==> src/miiph_consts.svh <==
/*
 Constants of the MII data path: clock division, field widths, reset values.
 Assumes a 40 MHz system clock; included by the package, miiph_clkgen and miiph_top.
*/
// Operation
// - Transmit nibble bit zero is least significant
// - PHY sources transmit clock 2.5/25 MHz (the divider gives 2.5/20 MHz from 40 MHz)
// - Receive nibble synchronous, bit zero least significant
// - Receive valid marks exactly valid data cycles
// - Receive error flags detected receive errors
// - Receive clock 25 or 2.5 MHz (the divider gives 20 or 2.5 MHz from 40 MHz)
// - Collision high while collision persists
// - Collision unclocked, inactive in full duplex
// - Half duplex: carrier on transmit or receive
// - Full duplex: carrier only on receive
// - Carrier rises async, falls on receive clock
`ifndef MIIPH_CONSTS_SVH
`define MIIPH_CONSTS_SVH
`define MIIPH_SYS_MHZ 40
`define MIIPH_FAST_MHZ_X10 250
`define MIIPH_SLOW_MHZ_X10 25
// Half periods in system cycles, rounded down; the fast one at least one
`define MIIPH_HALF_FAST (((`MIIPH_SYS_MHZ * 10) / (2 * `MIIPH_FAST_MHZ_X10)) < 1 ? 1 : \
   ((`MIIPH_SYS_MHZ * 10) / (2 * `MIIPH_FAST_MHZ_X10)))
`define MIIPH_HALF_SLOW ((`MIIPH_SYS_MHZ * 10) / (2 * `MIIPH_SLOW_MHZ_X10))
`define MIIPH_DIV_W 8
`define MIIPH_NIB_W 4
`define MIIPH_NIB_RST 4'h0
`endif

==> src/miiph_pkg.sv <==
/*
 Types of the MII data path.
 Assumes miiph_consts.svh is on the include path.
*/
`include "miiph_consts.svh"
package miiph_pkg;
   typedef enum logic [1:0]
   {
      MIIPH_IDLE = 2'b00,
      MIIPH_DATA = 2'b01,
      MIIPH_ERR = 2'b10
   } miiph_rx_t;
endpackage : miiph_pkg

==> src/miiph_clkgen.sv <==
/*
 Divider producing one MII clock from the system clock, with a rising-edge strobe.
 Assumes a synchronous active-low reset on the system clock.
*/
`timescale 1ns/1ps
`include "miiph_consts.svh"
module miiph_clkgen
(
   input wire logic clk,
   input wire logic rst_n,
   input wire logic fast,
   output logic mii_clk,
   output logic rise
);
   logic [`MIIPH_DIV_W-1:0] cnt_r;
   logic [`MIIPH_DIV_W-1:0] cnt_nxt;
   logic clk_r;
   logic clk_nxt;
   logic [`MIIPH_DIV_W-1:0] half;

   always_comb
   begin
      half = fast ? `MIIPH_DIV_W'(`MIIPH_HALF_FAST) : `MIIPH_DIV_W'(`MIIPH_HALF_SLOW);
      cnt_nxt = cnt_r + 1'b1;
      clk_nxt = clk_r;
      if (cnt_nxt >= half)
      begin
         cnt_nxt = '0;
         clk_nxt = ~clk_r;
      end
   end

   always_ff @(posedge clk)
   begin
      if (!rst_n)
      begin
         cnt_r <= '0;
         clk_r <= 1'b0;
      end
      else
      begin
         cnt_r <= cnt_nxt;
         clk_r <= clk_nxt;
      end
   end

   assign mii_clk = clk_r;
   assign rise = (cnt_nxt == '0) && !clk_r;
endmodule : miiph_clkgen

==> src/miiph_top.sv <==
/*
 PHY side of the MII data path: sources both MII clocks, samples the MAC's
 transmit nibbles, presents receive nibbles, and drives collision and carrier.
 Assumes the line side supplies received nibbles and status as same-clock
 logic; TX_EN and TXD come from the MAC pins.
 Speed and duplex pins pass the same three-stage filter as TX_EN.
*/
`timescale 1ns/1ps
`include "miiph_consts.svh"
module miiph_top
(
   input wire logic SYS_CLK,
   input wire logic RST_N,
   input wire logic SPEED_100,
   input wire logic FULL_DUPLEX,
   output logic TX_CLK,
   input wire logic TX_EN,
   input wire logic [3:0] TXD,
   output logic RX_CLK,
   output logic [3:0] RXD,
   output logic RX_DV,
   output logic RX_ER,
   output logic COL,
   output logic CRS,
   output logic [3:0] LINE_TX_NIBBLE,
   output logic LINE_TX_VALID,
   output logic LINE_TX_ACTIVE,
   input wire logic [3:0] LINE_RX_NIBBLE,
   input wire logic LINE_RX_VALID,
   input wire logic LINE_RX_ERROR,
   input wire logic LINE_CARRIER,
   input wire logic LINE_COLLISION
);
   logic tx_rise;
   logic rx_clk_i;

   // Speed and duplex pins: same three-stage filter as the transmit pins
   logic [1:0] c1_r, c2_r, c3_r, cfg_r;
   logic [1:0] c1_nxt, c2_nxt, c3_nxt, cfg_nxt;
   logic fast_s;
   logic full_s;

   always_comb
   begin
      c1_nxt = {SPEED_100, FULL_DUPLEX};
      c2_nxt = c1_r;
      c3_nxt = c2_r;
      cfg_nxt = (c2_r == c3_r) ? c3_r : cfg_r;
   end

   always_ff @(posedge SYS_CLK)
   begin
      if (!RST_N)
      begin
         c1_r <= 2'h0;
         c2_r <= 2'h0;
         c3_r <= 2'h0;
         cfg_r <= 2'h0;
      end
      else
      begin
         c1_r <= c1_nxt;
         c2_r <= c2_nxt;
         c3_r <= c3_nxt;
         cfg_r <= cfg_nxt;
      end
   end

   assign fast_s = cfg_r[1];
   assign full_s = cfg_r[0];

   miiph_clkgen u_txclk
   (
      .clk(SYS_CLK),
      .rst_n(RST_N),
      .fast(fast_s),
      .mii_clk(TX_CLK),
      .rise(tx_rise)
   );

   miiph_clkgen u_rxclk
   (
      .clk(SYS_CLK),
      .rst_n(RST_N),
      .fast(fast_s),
      .mii_clk(rx_clk_i),
      .rise()
   );
   assign RX_CLK = rx_clk_i;

   // Transmit pins: three stages, change accepted when stages two and three agree
   logic [4:0] s1_r, s2_r, s3_r, s1_nxt, s2_nxt, s3_nxt;
   logic [4:0] tx_q_r, tx_q_nxt;
   logic [3:0] ltx_d_r, ltx_d_nxt;
   logic ltx_v_r, ltx_v_nxt;

   always_comb
   begin
      s1_nxt = {TX_EN, TXD};
      s2_nxt = s1_r;
      s3_nxt = s2_r;
      tx_q_nxt = (s2_r == s3_r) ? s3_r : tx_q_r;
      ltx_d_nxt = ltx_d_r;
      ltx_v_nxt = 1'b0;
      // Sample on our rising edge; MAC changes data with TX_CLK
      if (tx_rise)
      begin
         ltx_v_nxt = tx_q_r[4];
         if (tx_q_r[4])
            ltx_d_nxt = tx_q_r[3:0];
         else
            ltx_d_nxt = `MIIPH_NIB_RST;
      end
   end

   always_ff @(posedge SYS_CLK)
   begin
      if (!RST_N)
      begin
         s1_r <= 5'h00;
         s2_r <= 5'h00;
         s3_r <= 5'h00;
         tx_q_r <= 5'h00;
         ltx_d_r <= `MIIPH_NIB_RST;
         ltx_v_r <= 1'b0;
      end
      else
      begin
         s1_r <= s1_nxt;
         s2_r <= s2_nxt;
         s3_r <= s3_nxt;
         tx_q_r <= tx_q_nxt;
         ltx_d_r <= ltx_d_nxt;
         ltx_v_r <= ltx_v_nxt;
      end
   end

   assign LINE_TX_NIBBLE = ltx_d_r;
   assign LINE_TX_VALID = ltx_v_r;
   assign LINE_TX_ACTIVE = tx_q_r[4];

   // Receive path: outputs change one cycle after RX_CLK falls; stable at MAC's rising edge when slow, change on that edge when fast
   miiph_pkg::miiph_rx_t st_r, st_nxt;
   logic [3:0] rxd_r, rxd_nxt;
   logic rxdv_r, rxdv_nxt, rxer_r, rxer_nxt;
   logic crs_r, crs_nxt, col_r, col_nxt;
   logic rx_fall;
   logic clk_d_r;

   assign rx_fall = clk_d_r && !rx_clk_i;

   always_comb
   begin
      st_nxt = st_r;
      rxd_nxt = rxd_r;
      rxdv_nxt = rxdv_r;
      rxer_nxt = rxer_r;
      crs_nxt = crs_r;
      // Collision follows the line, no MII clock; masked in full duplex
      col_nxt = LINE_COLLISION && !full_s;
      // Carrier rises at once, falls only on an RX_CLK edge
      if (LINE_CARRIER || (!full_s && tx_q_r[4]))
         crs_nxt = 1'b1;
      else if (rx_fall)
         crs_nxt = 1'b0;
      if (rx_fall)
      begin
         case (st_r)
            miiph_pkg::MIIPH_IDLE:
               if (LINE_RX_VALID && LINE_RX_ERROR)
                  st_nxt = miiph_pkg::MIIPH_ERR;
               else if (LINE_RX_VALID)
                  st_nxt = miiph_pkg::MIIPH_DATA;
            miiph_pkg::MIIPH_DATA:
               if (!LINE_RX_VALID)
                  st_nxt = miiph_pkg::MIIPH_IDLE;
               else if (LINE_RX_ERROR)
                  st_nxt = miiph_pkg::MIIPH_ERR;
            miiph_pkg::MIIPH_ERR:
               if (!LINE_RX_VALID)
                  st_nxt = miiph_pkg::MIIPH_IDLE;
               else if (!LINE_RX_ERROR)
                  st_nxt = miiph_pkg::MIIPH_DATA;
            default:
               st_nxt = miiph_pkg::MIIPH_IDLE;
         endcase
         rxdv_nxt = (st_nxt != miiph_pkg::MIIPH_IDLE);
         rxd_nxt = LINE_RX_VALID ? LINE_RX_NIBBLE : `MIIPH_NIB_RST;
         rxer_nxt = (st_nxt == miiph_pkg::MIIPH_ERR);
      end
   end

   always_ff @(posedge SYS_CLK)
   begin
      if (!RST_N)
      begin
         st_r <= miiph_pkg::MIIPH_IDLE;
         rxd_r <= `MIIPH_NIB_RST;
         rxdv_r <= 1'b0;
         rxer_r <= 1'b0;
         crs_r <= 1'b0;
         col_r <= 1'b0;
         clk_d_r <= 1'b0;
      end
      else
      begin
         st_r <= st_nxt;
         rxd_r <= rxd_nxt;
         rxdv_r <= rxdv_nxt;
         rxer_r <= rxer_nxt;
         crs_r <= crs_nxt;
         col_r <= col_nxt;
         clk_d_r <= rx_clk_i;
      end
   end

   assign RXD = rxd_r;
   assign RX_DV = rxdv_r;
   assign RX_ER = rxer_r;
   assign COL = col_r;
   assign CRS = crs_r;
endmodule : miiph_top

==> config.mk <==
export PLATFORM = sky130hd
export DESIGN_NAME = miiph_top
export DESIGN_NICKNAME = d
export VERILOG_FILES = /design/src/miiph_pkg.sv /design/src/miiph_clkgen.sv /design/src/miiph_top.sv
export VERILOG_INCLUDE_DIRS = /design/src
export SDC_FILE = /design/constraint.sdc
export NUM_CORES = 1
export LEC_CHECK = 0
export ABC_AREA = 1
export BUFFER_PORTS_ARGS = -buffer_cell sky130_fd_sc_hd__buf_2
export CAP_MARGIN = 20
export CORE_MARGIN = 2
export CORE_UTILIZATION = 40
export DETAILED_ROUTE_END_ITERATION = 10
export PLACE_DENSITY_LB_ADDON = 0.2
export SETUP_SLACK_MARGIN = 0.02
export SLEW_MARGIN = 20
export SYNTH_ARGS = -nofsm -noshare
export SYNTH_HDL_FRONTEND = slang
export SYNTH_SLANG_ARGS = --single-unit
==> constraint.sdc <==
create_clock -name SYS_CLK -period 2.6 [get_ports SYS_CLK]
set_input_delay 0.65 -clock SYS_CLK [delete_from_list [all_inputs] [get_ports SYS_CLK]]
set_output_delay 0.65 -clock SYS_CLK [all_outputs]
set_load 0.05 [all_outputs]
# == After elaboration in Yosys (flattened, before gate mapping) ==
# Index checks and enable logic that the tools add are counted.
# classes
n_eq_ne,5
addsub,2
div,0
bitwise_logic,3
magnitude_cmp,2
n_mux,14
reduce_logical,15
mul,0
n_shift,0
# op_table
operator,count
$add 8x1->8 const B,2
$ge 8x8->1,2
$mux 2,7
$mux 4,3
$logic_not 8->1,1
$mux 8,1
$pmux 2 s3,1
$eq 5x5->1,1
$logic_and 1x1->1,5
$eq 2x2->1 const B,2
$reduce_bool 2->1,2
$logic_not 1->1,3
$not 1->1,3
$eq 2x1->1 const B,1
$eq 2x2->1,1
$logic_not 2->1,1
$mux 1,2
$reduce_and 2->1,1
$reduce_or 2->1,1
$logic_or 1x1->1,1
# word_totals
latch_bits,0
reg_bits,62
word_cells,62
ram_bits,0
out_inout_bits,16
in_bits,17
romBits,0
memories,0

# == Longest topological paths before layout ==
# depth
word_depth,6
depth_mapped,15
mapped_depth_nobuf,15

# == By module ==
# A second synthesis with hierarchy kept.
# hier_totals
cells_unflattened,337
area_unflattened_um2,2553.7
# by_module_without_submodules
mod,seq_area_each_um2,instances,cells_per_inst,area_each_um2
miiph_top,880.8,1,203,1585.3
miiph_clkgen,180.2,2,67,484.2

# == Worst setup path after synthesis ==
# OpenSTA, ideal clock, no wires.
# synth_timing
path_kind,register -> register
start,register u_txclk.cnt_r[0]
end,"register ltx_d_r[2], in the netlist LINE_TX_NIBBLE[2]"
path_slack_ns,0.742
arrival_ns,1.744
stages_incl_launch_ff,16
synth_period_minus_slack_ns,1.858
setup_ns,0.114
path_cell_list,dfxtp_1 > nand2_1 > nor2_2 > nand2_1 > nand2_1 > ha_1 > inv_1 > nor2_1 > nor2_4 > nand3_4 > nor2_4 > nor2_4 > nand2_4 > nand2_1 > nand2_1 > nor2_2
# synth_via
elab_chain_len,5
# synth_rtl
item,line_no,rtl
from (decl),miiph_clkgen.sv:15,logic [`MIIPH_DIV_W-1:0] cnt_r;
from (signal assigned),miiph_clkgen.sv:42,cnt_r <= cnt_nxt;
$add 8x1->8 (*),miiph_clkgen.sv:24,cnt_nxt = cnt_r + 1'b1;
$ge 8x8->1,miiph_clkgen.sv:26,if (cnt_nxt >= half)
$mux 8 (*),miiph_clkgen.sv:26,
$logic_not 8->1 (*),miiph_clkgen.sv:48,assign rise = (cnt_nxt == '0) && !clk_r;
$logic_and 1x1->1 (*),miiph_clkgen.sv:48,
to (signal assigned),miiph_top.sv:124,ltx_d_r <= `MIIPH_NIB_RST;
to (signal assigned),miiph_top.sv:133,ltx_d_r <= ltx_d_nxt;
to (decl),miiph_top.sv:94,"logic [3:0] ltx_d_r, ltx_d_nxt;"
# Mark *: on every way between the ends. The rest lies on a longest branch, timed or not.
# A chain may end at the register's enable or synchronous reset.

# == Worst setup path in the final report ==
# Ends and elaborated chain as after synthesis.

==> metrics.cfg <==
[routing]
drt_pass1_iterations=4
drc_errors=0
drt_iter0_drc=48
totalWireLength_um=4070
via_count=1867
via_per_inst=4.24
wire_per_inst_um=9.26
ant_nets=0

[power]
p_leak_uw=0.00147
vdd_drop_max_mv=0.392
power_density_nw_per_um2=703

[logic_synthesis]
netlist_instances=314
synthArstFlopShare_pct=0
synth_edf_count=0
synth.most_common_cell=nand2_1
yosysTopAreaCell=dfxtp_1
postSynthAreaPerCell_um2=7.85
yosys_warnings=0
synth.top_cells.by_count=nand2_1 (72), dfxtp_1 (62), inv_1 (52)
synth_top_area_share_pct=50.4
ys_seq_area_share_pct=50.4
netlist_top_cells_area=dfxtp_1 (50%), nand2_1 (11%), inv_1 (7.9%)
yosys.cell_types.count=30
ys_ff_latch=62
syn_area_um2=2460
ys.flop_type=dfxtp_1

[cts]
cts_resized=0
htree_levels=3
ctsHoldBuffers=0
cts_setup_buffers=0
clockBufferDepth=2
cts-buffers-inserted=9
clk_latency_ps=330
clock_sinks=62
clk_pin_slew_worst_paths_ps=70
cts_tree=built
clockRootBuffer=clkbuf_8

[hold_path]
hp-class=reg -> reg

[grt]
antenna_found_initial=0
grt_max_degree=24
grt.total_usage_pct=13.6
grt_pass1_wl_um=6800
grt-ovfl-total=0
grt_pass1_vias=1632

[timing]
clock-skew-final_ps=5.23
finalCriticalPeriod_ps=2040
fin_crit_sh_pct=78.5
fin_tns_setup_ps=0
rsz0062_at_grt=no
maxSlewHeadroom_pct=56.9
worst_pin_slew_ps=646
fin_ws_ps=559
report.final.slew_viol_count=0
fmax_mhz=490
hold_violations=0
setup_viol_count_final=0

[placed_design]
portBuffers=32
gp_congestion=0.805
place_ws_ps=553
postPlaceCellArea_um2=2720
dpl.hpwl_um=2940

[worst_setup_path]
critical_path_required_ps=2830
cp-start-kind=flip-flop
arrival_ps=2270
endpoint_kind=flip-flop
worstPathMaxFanout=7
path_class=reg -> reg

[floorplanning]
initial_core_util_pct=41.4
core_area_um2=5960
rows=28
die_w_um=82.5
ios=33
die_y_um=82.5
die_area_um2=6810

[layout]
nNetsFinal=383
antenna_cells=0
drive_above_1_share_pct=17.5
final_area_um2=2930
nFillCells=599
area_growth_pct=18.7

[run_status]
status=complete, no violations

[flow_run]
drv_cap=0

-- through the flow --
stage	cells	utilization [%]	power (uW)	hold slack, ps
6_report	440	49.1	2060	409
5_1_grt	440	49.1	2160	427
3_5_place_dp	424	45.7	1240	395
4_1_cts	440	49.1	2090	410
3_3_place_gp	424	45.7	1240	393
2_1_floorplan	321	-	1190	390
-- cell usage in the layout, fill, tap and decap left out, types with 2 or more instances in the layout --
cell type / instances
a21oi_1: 19
buf_2: 32
clkbuf_1: 2
clkbuf_8: 11
conb_1: 8
dfxtp_1: 62
ha_1: 6
inv_1: 52
inv_2: 2
nand2_1: 72
nand2_2: 5
nand3_1: 16
nor2_1: 36
nor2_2: 2
nor2_4: 4
nor3_1: 6
o21ai_0: 9
xnor2_1: 4
xor2_1: 2
-- final timing paths --
kind,start,endpoint,slack (ps),depth (start not counted)
setup / recovery,u_txclk.cnt_r[0],LINE_TX_NIBBLE[2],560,13
hold / removal,s1_r[0],s2_r[0],410,2
setup reg to reg,u_txclk.cnt_r[0],LINE_TX_NIBBLE[2],560,13
hold reg to reg,s1_r[0],s2_r[0],410,2
-- area by class of cell --
cell class	instances	area, um^2	share of cell area [%]
well taps	75	93.8	3.21
clock inverters	3	42.5	1.45
flip-flops and latches	62	1240	42.4
multi-input cells	200	1020	34.8
inverters	54	203	6.93
repair buffers	33	168	5.73
clock buffers	13	159	5.43
-- power breakdown --
| group | internal, uW | switching, uW | leakage, uW |
|---|---|---|---|
| Clock | 494 | 346 | 0.0000996 |
| Sequential | 996 | 26.7 | 0.000510 |
| Combinational | 59.9 | 133 | 0.000862 |
-- cells by family after synthesis --
group | count (synthesis) | synth area share (%)
other cells | 1 | 0.152
buf+inv | 59 | 9.39
compound gates | 34 | 8.22
xor+xnor | 6 | 2.13
simple gates | 146 | 26.7
flops | 62 | 50.4
fa+ha+maj | 6 | 3.05
-- critical path: stages (launching register included) --
cell	delay (ps)
dfxtp_1	420
nand2_1	130
o21ai_1	130
nand2_1	120
ha_1	320
inv_1	50
nor2_1	180
nor2_4	70
nand3_4	100
nor2_4	50
nor2_4	120
nand2_4	90
nor2_1	130
nor2_2	50
-- state kept, by name, summed over array words and instances (netlist names), 2 cells and up --
signal / cells
c1_r: 2
RXD: 4
s2_r: 5
s1_r: 5
LINE_TX_NIBBLE: 4
c2_r: 2
st_r: 2
cfg_r: 2
u_txclk.cnt_r: 8
s3_r: 5
c3_r: 2
u_rxclk.cnt_r: 8
tx_q_r: 5
-- routing by layer --
metal	GRT usage [%]	share of wire, %	up-vias
li1	-	-	1049
met4	5.90	2.3	0
met1	15.3	48	780
met2	21.6	45	29
met5	0	0	-
met3	6.85	4.7	9
No activity file was read; power rests on OpenSTA's default activity.
